===== src/bce_pkg.sv =====
// Package with register map, field layout and operation codes of the blit command engine.
package bce_pkg;
    // Register byte addresses on the host port.
    localparam logic [15:0] REG_CTRL     = 16'h8000;
    localparam logic [15:0] REG_STATUS   = 16'h8004;
    localparam logic [15:0] REG_COMMAND  = 16'h8008;
    localparam logic [15:0] REG_SRC      = 16'h800c;
    localparam logic [15:0] REG_DST      = 16'h8050;
    localparam logic [15:0] REG_COUNT    = 16'h8054;
    localparam logic [15:0] REG_PATTERN  = 16'h8058;
    localparam logic [15:0] REG_DATA     = 16'h805c;
    localparam logic [15:0] REG_INT_STAT = 16'h8060;
    localparam logic [15:0] REG_INT_MASK = 16'h8064;
    // Field positions.
    localparam int CTRL_START_BIT = 0;
    localparam int CMD_OP_LSB     = 0;
    localparam int CMD_ROP_LSB    = 16;
    localparam int CODE_W         = 4;
    localparam int ST_BUSY_BIT    = 0;
    localparam int ST_FULL_BIT    = 4;
    localparam int ST_HALF_BIT    = 5;
    localparam int ST_NEMPTY_BIT  = 6;
    localparam int ST_FREE_LSB    = 16;
    localparam int ST_USED_LSB    = 24;
    localparam int ST_FIELD_W     = 5;
    localparam int INT_DONE_BIT   = 0;
    localparam int INT_OVF_BIT    = 1;
    localparam int INT_W          = 2;
    localparam int CEXP_PTR_W     = 3;
    // Reset value and last expansion bit.
    localparam logic [31:0] COMMAND_RESET = 32'h0000_0000;
    localparam logic [2:0]  CEXP_LAST     = 3'h7;
    // Operation codes.
    localparam logic [3:0] OP_WRITE    = 4'h0;
    localparam logic [3:0] OP_READ     = 4'h1;
    localparam logic [3:0] OP_MOVE_POS = 4'h2;
    localparam logic [3:0] OP_MOVE_NEG = 4'h3;
    localparam logic [3:0] OP_FILL     = 4'h6;
    localparam logic [3:0] OP_CEXP     = 4'h8;
    // Engine states, Gray coded along the main path.
    typedef enum logic [2:0] {
        BCE_IDLE  = 3'h0,
        BCE_SRC   = 3'h1,
        BCE_SWAIT = 3'h3,
        BCE_DRD   = 3'h2,
        BCE_DWAIT = 3'h6,
        BCE_WR    = 3'h7,
        BCE_DONE  = 3'h5
    } bce_state_e;
endpackage : bce_pkg


===== src/bce_rop_if.sv =====
// Interface carrying operands and result between the engine and the raster-operation unit.
`timescale 1ns/1ps
interface bce_rop_if #(parameter int PIX_W = 16);
    logic [3:0]       code;
    logic [PIX_W-1:0] src;
    logic [PIX_W-1:0] dst;
    logic [PIX_W-1:0] res;
    modport engine (output code, output src, output dst, input res);
    modport unit   (input code, input src, input dst, output res);
endinterface : bce_rop_if


===== src/bce_engine.sv =====
// Blit engine command decode, status reporting, transfer FIFO and sequencer.
//
// Operation
// half flag set when FIFO at least half.
// full flag set only when no entry free.
// busy flag reads one while transfer runs.
// read transfer pauses full, resumes below fourteen.
// command bits 19:16 select combining function.
// colour expansion starts at raster code bits 2:0.
// result bit is code bit at source,destination.
// pattern fill uses pattern in source place.
// operation bits 3:0; code 0 writes from system.
// code 1 reads display memory into FIFO.
// codes 2,3 move up or down with ROP.
// software starts with one, never zero while busy.
// busy rises next cycle, falls after last write.
//
// The implementer's own choice: the plain strobed port.
`timescale 1ns/1ps
module bce_engine #(
    parameter int PIX_W        = 16,
    parameter int MEM_AW       = 18,
    parameter int DEPTH        = 16,
    parameter int RESUME_LEVEL = 14
) (
    input  wire logic              i_mclk,
    input  wire logic              i_rst_b,
    input  wire logic [15:0]       i_addr,
    input  wire logic [31:0]       i_wdata,
    input  wire logic              i_wr,
    input  wire logic              i_rd,
    output logic      [31:0]       o_rdata,
    output logic                   o_irq,
    output logic      [MEM_AW-1:0] o_mem_addr,
    output logic                   o_mem_rd,
    output logic                   o_mem_wr,
    output logic      [PIX_W-1:0]  o_mem_wdata,
    input  wire logic [PIX_W-1:0]  i_mem_rdata
);
    localparam int PTR_W = $clog2(DEPTH);
    localparam int CNT_W = PTR_W + 1;

    bce_pkg::bce_state_e        state;
    logic [31:0]                command;
    logic [MEM_AW-1:0]          src_ptr;
    logic [MEM_AW-1:0]          dst_ptr;
    logic [15:0]                remain;
    logic [PIX_W-1:0]           pattern;
    logic [PIX_W-1:0]           src_word;
    logic [PIX_W-1:0]           dst_word;
    logic                       busy;
    logic                       paused;
    logic                       lat;
    logic                       need_word;
    logic [2:0]                 bit_ptr;
    logic [bce_pkg::INT_W-1:0]  int_stat;
    logic [bce_pkg::INT_W-1:0]  int_mask;
    logic [PIX_W-1:0]           fifo_mem [DEPTH];
    logic [PTR_W-1:0]           wr_idx;
    logic [PTR_W-1:0]           rd_idx;
    logic [CNT_W-1:0]           fifo_cnt;
    logic [3:0]                 op;
    logic [3:0]                 rop_code;
    logic                       fifo_full;
    logic                       fifo_half;
    logic                       fifo_nempty;
    logic                       start_req;
    logic                       host_push;
    logic                       host_pop;
    logic                       eng_push;
    logic                       eng_pop;
    logic                       push;
    logic                       pop;
    logic [PIX_W-1:0]           push_data;
    logic                       last;
    logic                       step_down;
    logic                       done_evt;
    logic                       ovf_evt;
    logic [31:0]                status_word;
    logic [PIX_W-1:0]           cexp_pix;

    bce_rop_if #(.PIX_W(PIX_W)) rop_bus ();

    bce_rop_unit #(.PIX_W(PIX_W)) u_rop (
        .i_mclk (i_mclk),
        .i_rst_b(i_rst_b),
        .rop    (rop_bus)
    );

    // Command fields and raster-operation operands.
    assign op            = command[bce_pkg::CMD_OP_LSB +: bce_pkg::CODE_W];
    assign rop_code      = command[bce_pkg::CMD_ROP_LSB +: bce_pkg::CODE_W];
    assign rop_bus.code  = rop_code;
    assign rop_bus.src   = src_word;
    assign rop_bus.dst   = dst_word;
    assign cexp_pix      = src_word[bit_ptr] ? pattern : '0;
    assign last          = (remain == 16'h0001);
    assign step_down     = (op == bce_pkg::OP_MOVE_NEG);

    // FIFO flags from the occupancy count.
    assign fifo_full   = (fifo_cnt == CNT_W'(DEPTH));
    assign fifo_half   = (fifo_cnt >= CNT_W'(DEPTH / 2));
    assign fifo_nempty = (fifo_cnt != '0);

    // Host and engine access to the FIFO; the two never compete for one side.
    assign start_req = i_wr && (i_addr == bce_pkg::REG_CTRL)
                       && i_wdata[bce_pkg::CTRL_START_BIT] && !busy;
    assign host_push = i_wr && (i_addr == bce_pkg::REG_DATA) && !fifo_full
                       && !(busy && op == bce_pkg::OP_READ);
    assign ovf_evt   = i_wr && (i_addr == bce_pkg::REG_DATA) && fifo_full;
    assign host_pop  = i_rd && (i_addr == bce_pkg::REG_DATA) && fifo_nempty
                       && !(busy && (op == bce_pkg::OP_WRITE || op == bce_pkg::OP_CEXP));
    assign eng_push  = (state == bce_pkg::BCE_SWAIT) && lat && (op == bce_pkg::OP_READ);
    assign eng_pop   = (state == bce_pkg::BCE_SRC) && fifo_nempty
                       && (op == bce_pkg::OP_WRITE || (op == bce_pkg::OP_CEXP && need_word));
    assign push      = host_push || eng_push;
    assign pop       = host_pop || eng_pop;
    assign push_data = eng_push ? i_mem_rdata : i_wdata[PIX_W-1:0];
    assign done_evt  = (state == bce_pkg::BCE_DONE);

    // FIFO storage and pointers.
    always_ff @(posedge i_mclk or negedge i_rst_b) begin
        if (!i_rst_b) begin
            wr_idx   <= '0;
            rd_idx   <= '0;
            fifo_cnt <= '0;
        end else begin
            if (push) begin
                wr_idx <= wr_idx + PTR_W'(1);
            end
            if (pop) begin
                rd_idx <= rd_idx + PTR_W'(1);
            end
            if (push && !pop) begin
                fifo_cnt <= fifo_cnt + CNT_W'(1);
            end else if (pop && !push) begin
                fifo_cnt <= fifo_cnt - CNT_W'(1);
            end
        end
    end

    // FIFO data words; no reset needed for storage.
    always_ff @(posedge i_mclk) begin
        if (push) begin
            fifo_mem[wr_idx] <= push_data;
        end
    end

    // Software-written configuration registers.
    always_ff @(posedge i_mclk or negedge i_rst_b) begin
        if (!i_rst_b) begin
            command  <= bce_pkg::COMMAND_RESET;
            pattern  <= '0;
            int_mask <= '0;
        end else if (i_wr) begin
            case (i_addr)
                bce_pkg::REG_COMMAND:  command  <= i_wdata;
                bce_pkg::REG_PATTERN:  pattern  <= i_wdata[PIX_W-1:0];
                bce_pkg::REG_INT_MASK: int_mask <= i_wdata[bce_pkg::INT_W-1:0];
                default: ;
            endcase
        end
    end

    // Sticky interrupt status, write one to clear; a new event wins over the clear.
    always_ff @(posedge i_mclk or negedge i_rst_b) begin
        if (!i_rst_b) begin
            int_stat <= '0;
        end else begin
            for (int i = 0; i < bce_pkg::INT_W; i++) begin
                if ((i == bce_pkg::INT_DONE_BIT && done_evt)
                        || (i == bce_pkg::INT_OVF_BIT && ovf_evt)) begin
                    int_stat[i] <= 1'b1;
                end else if (i_wr && i_addr == bce_pkg::REG_INT_STAT && i_wdata[i]) begin
                    int_stat[i] <= 1'b0;
                end
            end
        end
    end

    assign o_irq = |(int_stat & int_mask);

    // Status word layout.
    always_comb begin
        status_word = '0;
        status_word[bce_pkg::ST_BUSY_BIT]   = busy;
        status_word[bce_pkg::ST_FULL_BIT]   = fifo_full;
        status_word[bce_pkg::ST_HALF_BIT]   = fifo_half;
        status_word[bce_pkg::ST_NEMPTY_BIT] = fifo_nempty;
        status_word[bce_pkg::ST_FREE_LSB +: bce_pkg::ST_FIELD_W] =
            bce_pkg::ST_FIELD_W'(CNT_W'(DEPTH) - fifo_cnt);
        status_word[bce_pkg::ST_USED_LSB +: bce_pkg::ST_FIELD_W] =
            bce_pkg::ST_FIELD_W'(fifo_cnt);
    end

    // Read data stands in the cycle after the strobe only; unmapped reads give zero.
    always_ff @(posedge i_mclk or negedge i_rst_b) begin
        if (!i_rst_b) begin
            o_rdata <= '0;
        end else if (i_rd) begin
            case (i_addr)
                bce_pkg::REG_STATUS:   o_rdata <= status_word;
                bce_pkg::REG_COMMAND:  o_rdata <= command;
                bce_pkg::REG_SRC:      o_rdata <= 32'(src_ptr);
                bce_pkg::REG_DST:      o_rdata <= 32'(dst_ptr);
                bce_pkg::REG_COUNT:    o_rdata <= 32'(remain);
                bce_pkg::REG_PATTERN:  o_rdata <= 32'(pattern);
                bce_pkg::REG_DATA:     o_rdata <= host_pop ? 32'(fifo_mem[rd_idx]) : '0;
                bce_pkg::REG_INT_STAT: o_rdata <= 32'(int_stat);
                bce_pkg::REG_INT_MASK: o_rdata <= 32'(int_mask);
                default:               o_rdata <= '0;
            endcase
        end else begin
            o_rdata <= '0;
        end
    end

    // Read-transfer throttle: stop on full, restart below the resume level.
    always_ff @(posedge i_mclk or negedge i_rst_b) begin
        if (!i_rst_b) begin
            paused <= 1'b0;
        end else if (fifo_full) begin
            paused <= 1'b1;
        end else if (fifo_cnt < CNT_W'(RESUME_LEVEL)) begin
            paused <= 1'b0;
        end
    end

    // Transfer sequencer with address pointers, operands and memory strobes.
    always_ff @(posedge i_mclk or negedge i_rst_b) begin
        if (!i_rst_b) begin
            state       <= bce_pkg::BCE_IDLE;
            busy        <= 1'b0;
            src_ptr     <= '0;
            dst_ptr     <= '0;
            remain      <= '0;
            src_word    <= '0;
            dst_word    <= '0;
            lat         <= 1'b0;
            need_word   <= 1'b1;
            bit_ptr     <= '0;
            o_mem_addr  <= '0;
            o_mem_rd    <= 1'b0;
            o_mem_wr    <= 1'b0;
            o_mem_wdata <= '0;
        end else begin
            o_mem_rd <= 1'b0;
            o_mem_wr <= 1'b0;
            if (i_wr && !busy && i_addr == bce_pkg::REG_SRC) begin
                src_ptr <= i_wdata[MEM_AW-1:0];
            end
            if (i_wr && !busy && i_addr == bce_pkg::REG_DST) begin
                dst_ptr <= i_wdata[MEM_AW-1:0];
            end
            if (i_wr && !busy && i_addr == bce_pkg::REG_COUNT) begin
                remain <= i_wdata[15:0];
            end
            unique case (state)
                bce_pkg::BCE_IDLE: begin
                    if (start_req) begin
                        busy      <= 1'b1;
                        need_word <= 1'b1;
                        bit_ptr   <= rop_code[bce_pkg::CEXP_PTR_W-1:0];
                        state     <= (remain == '0) ? bce_pkg::BCE_DONE : bce_pkg::BCE_SRC;
                    end
                end
                bce_pkg::BCE_SRC: begin
                    lat <= 1'b0;
                    unique case (op)
                        bce_pkg::OP_WRITE: begin
                            if (fifo_nempty) begin
                                src_word <= fifo_mem[rd_idx];
                                state    <= bce_pkg::BCE_DRD;
                            end
                        end
                        bce_pkg::OP_READ: begin
                            if (!paused && !fifo_full) begin
                                o_mem_rd   <= 1'b1;
                                o_mem_addr <= src_ptr;
                                state      <= bce_pkg::BCE_SWAIT;
                            end
                        end
                        bce_pkg::OP_MOVE_POS, bce_pkg::OP_MOVE_NEG: begin
                            o_mem_rd   <= 1'b1;
                            o_mem_addr <= src_ptr;
                            state      <= bce_pkg::BCE_SWAIT;
                        end
                        bce_pkg::OP_FILL: begin
                            src_word <= pattern;
                            state    <= bce_pkg::BCE_DRD;
                        end
                        bce_pkg::OP_CEXP: begin
                            if (!need_word) begin
                                state <= bce_pkg::BCE_WR;
                            end else if (fifo_nempty) begin
                                src_word  <= fifo_mem[rd_idx];
                                need_word <= 1'b0;
                                state     <= bce_pkg::BCE_WR;
                            end
                        end
                        default: state <= bce_pkg::BCE_DONE;
                    endcase
                end
                bce_pkg::BCE_SWAIT: begin
                    lat <= 1'b1;
                    if (lat) begin
                        lat <= 1'b0;
                        if (op == bce_pkg::OP_READ) begin
                            src_ptr <= src_ptr + MEM_AW'(1);
                            remain  <= remain - 16'h0001;
                            state   <= last ? bce_pkg::BCE_DONE : bce_pkg::BCE_SRC;
                        end else begin
                            src_word <= i_mem_rdata;
                            state    <= bce_pkg::BCE_DRD;
                        end
                    end
                end
                bce_pkg::BCE_DRD: begin
                    o_mem_rd   <= 1'b1;
                    o_mem_addr <= dst_ptr;
                    lat        <= 1'b0;
                    state      <= bce_pkg::BCE_DWAIT;
                end
                bce_pkg::BCE_DWAIT: begin
                    lat <= 1'b1;
                    if (lat) begin
                        dst_word <= i_mem_rdata;
                        state    <= bce_pkg::BCE_WR;
                    end
                end
                bce_pkg::BCE_WR: begin
                    o_mem_wr    <= 1'b1;
                    o_mem_addr  <= dst_ptr;
                    o_mem_wdata <= (op == bce_pkg::OP_CEXP) ? cexp_pix : rop_bus.res;
                    dst_ptr     <= step_down ? dst_ptr - MEM_AW'(1) : dst_ptr + MEM_AW'(1);
                    src_ptr     <= step_down ? src_ptr - MEM_AW'(1) : src_ptr + MEM_AW'(1);
                    remain      <= remain - 16'h0001;
                    bit_ptr     <= bit_ptr + 3'h1;
                    if (bit_ptr == bce_pkg::CEXP_LAST) begin
                        need_word <= 1'b1;
                    end
                    state <= last ? bce_pkg::BCE_DONE : bce_pkg::BCE_SRC;
                end
                bce_pkg::BCE_DONE: begin
                    busy  <= 1'b0;
                    state <= bce_pkg::BCE_IDLE;
                end
                default: state <= bce_pkg::BCE_IDLE;
            endcase
        end
    end
endmodule : bce_engine


===== src/bce_rop_unit.sv =====
// Bitwise raster-operation unit: each result bit indexes the four-bit code.
`timescale 1ns/1ps
module bce_rop_unit #(
    parameter int PIX_W = 16
) (
    input wire logic  i_mclk,
    input wire logic  i_rst_b,
    bce_rop_if.unit   rop
);
    // Each bit picks code bit {source, destination}; covers all sixteen functions.
    for (genvar g = 0; g < PIX_W; g++) begin : g_bit
        assign rop.res[g] = rop.code[{rop.src[g], rop.dst[g]}];
    end
endmodule : bce_rop_unit


===== config.mk =====
export PLATFORM = sky130hd
export DESIGN_NAME = bce_engine
export DESIGN_NICKNAME = d
export VERILOG_FILES = /design/src/bce_pkg.sv /design/src/bce_rop_if.sv /design/src/bce_engine.sv /design/src/bce_rop_unit.sv
export SDC_FILE = /design/constraint.sdc
export NUM_CORES = 1
export LEC_CHECK = 0
export BUFFER_PORTS_ARGS = -buffer_cell sky130_fd_sc_hd__buf_2
export CELL_PAD_IN_SITES_DETAIL_PLACEMENT = 0
export CELL_PAD_IN_SITES_GLOBAL_PLACEMENT = 1
export CORE_MARGIN = 2
export CORE_UTILIZATION = 50
export CTS_BUF_LIST = sky130_fd_sc_hd__clkbuf_8
export DETAILED_ROUTE_END_ITERATION = 10
export PLACE_DENSITY = 0.81
export SYNTH_ARGS = -nofsm -noshare
export SYNTH_HDL_FRONTEND = slang
export SYNTH_SLANG_ARGS = --single-unit

===== constraint.sdc =====
create_clock -name i_mclk -period 4.2 [get_ports i_mclk]
set_clock_uncertainty 0.15 [all_clocks]
set_input_delay 0.21 -clock i_mclk [delete_from_list [all_inputs] [get_ports i_mclk]]
set_output_delay 0.21 -clock i_mclk [all_outputs]
set_load 0.03 [all_outputs]

Word-level counts from Yosys, hierarchy flattened
Memories as Yosys holds them, arrays and structs flattened.
Cells that the tools add are included.
Word-level totals
  bits of input ports: 68
  memories kept: 1
  bits in registers: 227
  memory bits (writable): 256
  output and inout bits: 69
  word-level logic and storage cells: 257
Cells by class
  $add $sub $neg: 11
  bitwise operators: 1
  eq/ne operators: 36
  order comparisons: 19
  reduce and logical (&&, ||, !) cells: 67
  mux-type cells: 98
Memories
  fifo_mem: depth 16, width 16, read ports 1, clocked after Yosys merged registers in 0, write ports 1, line bce_engine.sv:58  | logic [PIX_W-1:0] fifo_mem [DEPTH];
Operator list (number)
  $pmux W32 S9: 1
  $mux W16: 11
  $eq A16 B16 Y1 const B: 10
  $mux W18: 8
  $pmux W18 S2: 3
  $pmux W16 S2: 2
  $lt A2 B3 Y1 const B: 16
  $pmux W16 S3: 1
  $add A18 B1 Y18 const B: 2
  $sub A18 B1 Y18 const B: 2
  $mux W1: 33
  $mux W3: 11
  $bmux W1 S2: 16
  $mux W32: 1
  $logic_and A1 B1 Y1: 27
  $pmux W3 S6: 1
  $reduce_bool A2 Y1: 9
  $eq A16 B1 Y1 const B: 1
  $logic_not A16 Y1: 1
  $sub A16 B1 Y16 const B: 1
  $pmux W3 S5: 1
  $eq A3 B3 Y1 const B: 4
  $reduce_and A2 Y1: 6
  $mux W5: 2
  37 further kinds: 62

Logic depth before layout (Yosys ltp)
  depth in word-level cells: 9
  gate-level depth with buffers: 17
  mapped depth without buffers: 17

Cells and area by module
From an unflattened synthesis, not the netlist that was laid out.
Unflattened totals
  cells, all modules: 1768
  area total of the unflattened synthesis: 23093.4 um2
By module, submodules not included
  bce_engine: times used 1, area each 22680.5 um2, cells an instance 1748
  bce_rop_unit: times used 1, area each 412.9 um2, cells an instance 20

Least setup slack after synthesis
No wires, ideal clock.
  path type: flip-flop to flip-flop
  start point: register state[2]
  end point: memory fifo_mem[3][0], enable pin
  setup slack: 0.865 ns
  cell stages (with the launch flop): 9
  clock period less this slack: 3.335 ns
  arrival: 2.775 ns
  path through: dfrtp_1 -> clkbuf_1 -> nor2b_1 -> nand3_1 -> nor2_2 -> a21o_1 -> buf_2 -> nand2_1 -> nor3_1
Between the ends
  longest elaborated chain between the ends: 6
RTL lines
  start, declared: line bce_engine.sv:43  | bce_pkg::bce_state_e state;
  start signal, assigned: line bce_engine.sv:232  | state <= bce_pkg::BCE_IDLE;
  start signal, assigned: line bce_engine.sv:264  | state <= (remain == '0) ? bce_pkg::BCE_DONE : bce_pkg::BCE_SRC;
  start signal, assigned: line bce_engine.sv:273  | state <= bce_pkg::BCE_DRD;
  $eq A3 B2 Y1: line bce_engine.sv:113  | assign eng_push = (state == bce_pkg::BCE_SWAIT) && lat && (op == bce_pkg::OP_READ);
  $logic_and A1 B1 Y1 (2 in series): line bce_engine.sv:113
  $logic_or A1 B1 Y1: line bce_engine.sv:116  | assign push = host_push || eng_push;
  net push: line bce_engine.sv:72  | logic push;
  $mux W1: line bce_engine.sv:144  | if (push) begin
  $mux W1 (not written as such): line bce_engine.sv:145  | fifo_mem[wr_idx] <= push_data;
  end, declared: line bce_engine.sv:58
The timed path passes the listed nets, and every way through them passes these cells.

Worst setup path in the final report
  start point: register fifo_cnt[0]
  end point: register fifo_cnt[4]
Between the ends
  longest elaborated chain between the ends: 8
  elaborated cells between the ends (all ways): 20
RTL lines
  start, declared: line bce_engine.sv:61  | logic [CNT_W-1:0] fifo_cnt;
  start signal, assigned: line bce_engine.sv:135  | fifo_cnt <= fifo_cnt + CNT_W'(1);
  start signal, assigned: line bce_engine.sv:137  | fifo_cnt <= fifo_cnt - CNT_W'(1);
  branches (longest 8 deep; another with $sub A5 B1 Y5)
Several ways; the timed one is not identified. The select of a mux whose other input is x is not followed.
A chain may end at the register's enable or synchronous reset.

==> results by group <==
Synthesis
  – Synth warn: 0
  – Syn Nets: 1837
  – Flops & latches, synth: 483
  – Mapped Cells: 1749
  – Cell area after synthesis: 22800 um^2
  – Ys flop type: edfxtp_1
  – Syn avg cell area: 13.0 um^2
  – Post-synth EDFFs: 256
  – Yosys cell types: 79
  – Synth async-reset ratio: 47.0%
  – Post-synthesis sequential area ratio: 58.6%

Timing
  – RSZ-0062 raised after global routing: no
  – Final hold viol count: 0
  – Max Freq: 277 MHz
  – Worst rel slew slack: 22.0%
  – Final Max Slew Viols: 0
  – Worst-margin pin slew: 1.17 ns
  – Crit path time final: 3.60 ns
  – Final TNS setup: 0 ns
  – Setup-failing EPs final: 0
  – Final period utilization: 85.8%

CTS
  – CTS tree: yes
  – Clock transition at path regs: 0.06 ns
  – Clock Path Buffers: 3
  – Worst skew pair latency: 0.67 ns
  – Clk sinks: 483
  – CTS Buf Count: 81
  – H-tree Lvls: 3
  – Postcts setup bufs: 0
  – Root buf cell: clkbuf_8

Worst setup path
  – Crit path DAT: 4.00 ns
  – Setup Crit Path Kind: reg -> reg
  – Slowest-stage cell, CP: dfrtp_1
  – Setup crit end kind: register
  – Critical path cell sequence: inv_1 -> ha_1 -> nand2b_1 -> nor2_1 -> ha_1 -> inv_1 -> nand2_1 -> a2111oi_4 -> a31oi_1 -> buf_4 -> ha_1 -> inv_1 -> ha_1 -> a21o_1 -> a21oi_1 -> xnor2_1 -> nor2_1 -> xnor2_1
  – Buf+Inv Stages, Crit Path: 4
  – Worst path required time: 4.60 ns
  – Crit-path leading delay family: adder cells
  – Crit-path most repeated cell: ha_1
  – Crit-path max FO: 7
  – Worst stage delay on the critical path: 0.50 ns
  – CP startpoint kind: register

Global route
  – GRT Residual Overflow: 0
  – Largest net degree at the start of global routing: 122
  – Number of global-route vias before repair: 16700
  – Initial antenna violation count: 2
  – All-Layer GR Usage: 28.9%
  – First-pass GRT wire length: 103 mm

Die
  – Die height: 218 um
  – Starting Density: 50.5%
  – Die area: 47300 um^2
  – Core box area: 45200 um^2
  – Die W: 218 um
  – Ports: 137
  – Placement row count: 78

Power
  – Maximum vdd drop: 0.373 mV
  – Pwr Total: 14.3 mW
  – Leak Pwr: 10.4 nW
  – Power density cells: 538 nW/um^2

Hold path
  – HP Class: in -> reg

Routing
  – Post-Route WL: 67.7 mm
  – Vias/cell: 6.33
  – Drt pass-1 iters: 6
  – DRC Markers: 0
  – WL/cell: 25.7 um
  – DR vias: 16700
  – Starting DRT DRC Count: 1992
  – DRT antenna net count: 0

Cells and area
  – Diodes inserted: 0
  – Area occupied by multi-input gates: 8850 um^2
  – Layout area overhead: 16.5%
  – Util after Layout: 58.8%
  – Layout Nets: 2057
  – Register area: 13400 um^2
  – Filler cells: 3604
  – Layout cell share with drive strength beyond 1: 27.4%

Run
  – Max Cap Viol: 0

Placement
  – Port buffer count: 136
  – Final HPWL DP: 46.1 mm
  – Final Wtd Congestion: 0.947

Outcome
  – Status: finished clean
-- final timing paths --
check	cells after the start	endpoint	startpoint	slack (ns)
max in group asynchronous	3	remain[14]	i_rst_b	2.73
worst min register to register	1	command[8]	command[8]	0.34
worst max-delay path	18	fifo_cnt[4]	fifo_cnt[0]	0.60
worst min-delay path	5	o_rdata[2]	i_addr[6]	0.05
worst max register to register	18	fifo_cnt[4]	fifo_cnt[0]	0.60
min in group asynchronous	2	o_rdata[29]	i_rst_b	0.07
-- cells by family after synthesis --
| logic type | share of synthesized area (%) |
|---|---|
| fa+ha+maj | 1.13 |
| xor+xnor | 0.768 |
| mux | 15.1 |
| compound gates | 10.9 |
| flops | 58.6 |
| simple gates | 10.7 |
| buf+inv | 2.73 |
-- worst register-to-register path, delay by kind of cell (launching register included) --
kind	cells	cell delay [ns]
buffers and inverters	4	0.54
DFF	1	0.50
and+or+nand+nor	4	0.36
adders and majority gates	4	0.99
AOI/OAI and AO/OA	4	0.71
xor gates and xnor gates	2	0.27
-- per-stage QoR --
| stage | hold slack [ns] | area, um^2 | setup WS (ns) | std cells |
|---|---|---|---|---|
| floorplan | -0.236 | 22800 | 0.865 | 1749 |
| global placement | 0.204 | 24300 | 0.678 | 2422 |
| detailed placement | 0.209 | 24300 | 0.593 | 2422 |
| CTS | 0.00120 | 26600 | 0.589 | 2636 |
| global route | 0.0630 | 26600 | 0.317 | 2636 |
| finish | 0.0453 | 26600 | 0.596 | 2636 |
-- state kept, by name (all words and copies together), names as in the netlist, 5 cells and up --
signal / flops
fifo_mem: 256
command: 32
o_rdata: 32
dst_ptr: 18
o_mem_addr: 18
src_ptr: 18
dst_word: 16
o_mem_wdata: 16
pattern: 16
remain: 16
rop_bus.src: 16
fifo_cnt: 5
-- Yosys cell counts (19+ instances only) --
cell type / count / area [um^2]
inv_1: 25 / 93.8
o21ai_0: 55 / 275
o22ai_1: 30 / 188
ha_1: 19 / 238
a21oi_1: 61 / 305
nor2_1: 125 / 469
a31oi_1: 33 / 206
mux4_2: 82 / 1850
clkbuf_1: 92 / 345
buf_2: 29 / 145
nor3_1: 37 / 185
mux2i_1: 22 / 220
dfrtp_1: 226 / 5660
edfxtp_1: 256 / 7690
nand2_1: 161 / 604
nand3_1: 31 / 155
a22oi_1: 78 / 586
mux2_2: 106 / 1190
-- routing by layer --
metal  up-vias  GRT usage, %  part of all wire [%]
li1       7214             -                     -
met5         -             0                     0
met4         0          11.3                   3.4
met2       797          47.3                    49
met1      8521          38.7                    41
met3       149          4.95                   7.4
-- area by class of cell --
| type | instances | share of cell area (%) |
|---|---|---|
| sequential | 483 | 50.3 |
| multi-input combinational | 1114 | 33.3 |
| timing repair buffer | 263 | 6.98 |
| clock buffer | 99 | 5.13 |
| tap | 600 | 2.83 |
| clock inverter | 51 | 1.05 |
| inverter | 26 | 0.367 |
-- cell usage in the layout (no fill, tap or decap), types with 8 or more instances in the layout --
cell type	Yosys	routed
o21ai_0	55	55
and3_1	18	18
nor2_1	125	124
mux2i_1	22	22
nor4_1	15	14
clkinv_1	1	11
a222oi_1	12	12
xnor2_1	13	13
clkinv_2	0	10
nand2_1	161	161
o22ai_1	30	30
nand4_1	18	18
a21oi_1	61	61
nor3_1	37	33
a211oi_1	9	9
nand2b_1	13	13
a22oi_1	78	78
mux4_2	82	82
dlygate4sd3_1	0	64
dfrtp_1	226	224
buf_4	0	59
mux2_4	10	10
inv_1	25	48
a221o_1	8	8
a221oi_1	13	13
ha_1	19	19
buf_2	29	135
edfxtp_1	256	256
clkbuf_8	0	99
mux2_2	106	106
a31oi_1	33	33
or4_1	10	10
nand3_1	31	31
o21a_1	9	9
-- repair_timing --
| item | in CTS | in global routing |
|---|---|---|
| endpoints found under the hold margin | 304 | 0 |
| resized for setup | 0 | 0 |
| hold buffers | 64 | 0 |
-- where the power goes --
part	internal [mW]	switching, mW	leakage (nW)
Clock	2.22	1.95	0.931
Combinational	1.64	2.00	4.26
Sequential	5.54	0.945	5.19
No activity file was read; power rests on OpenSTA's default activity.
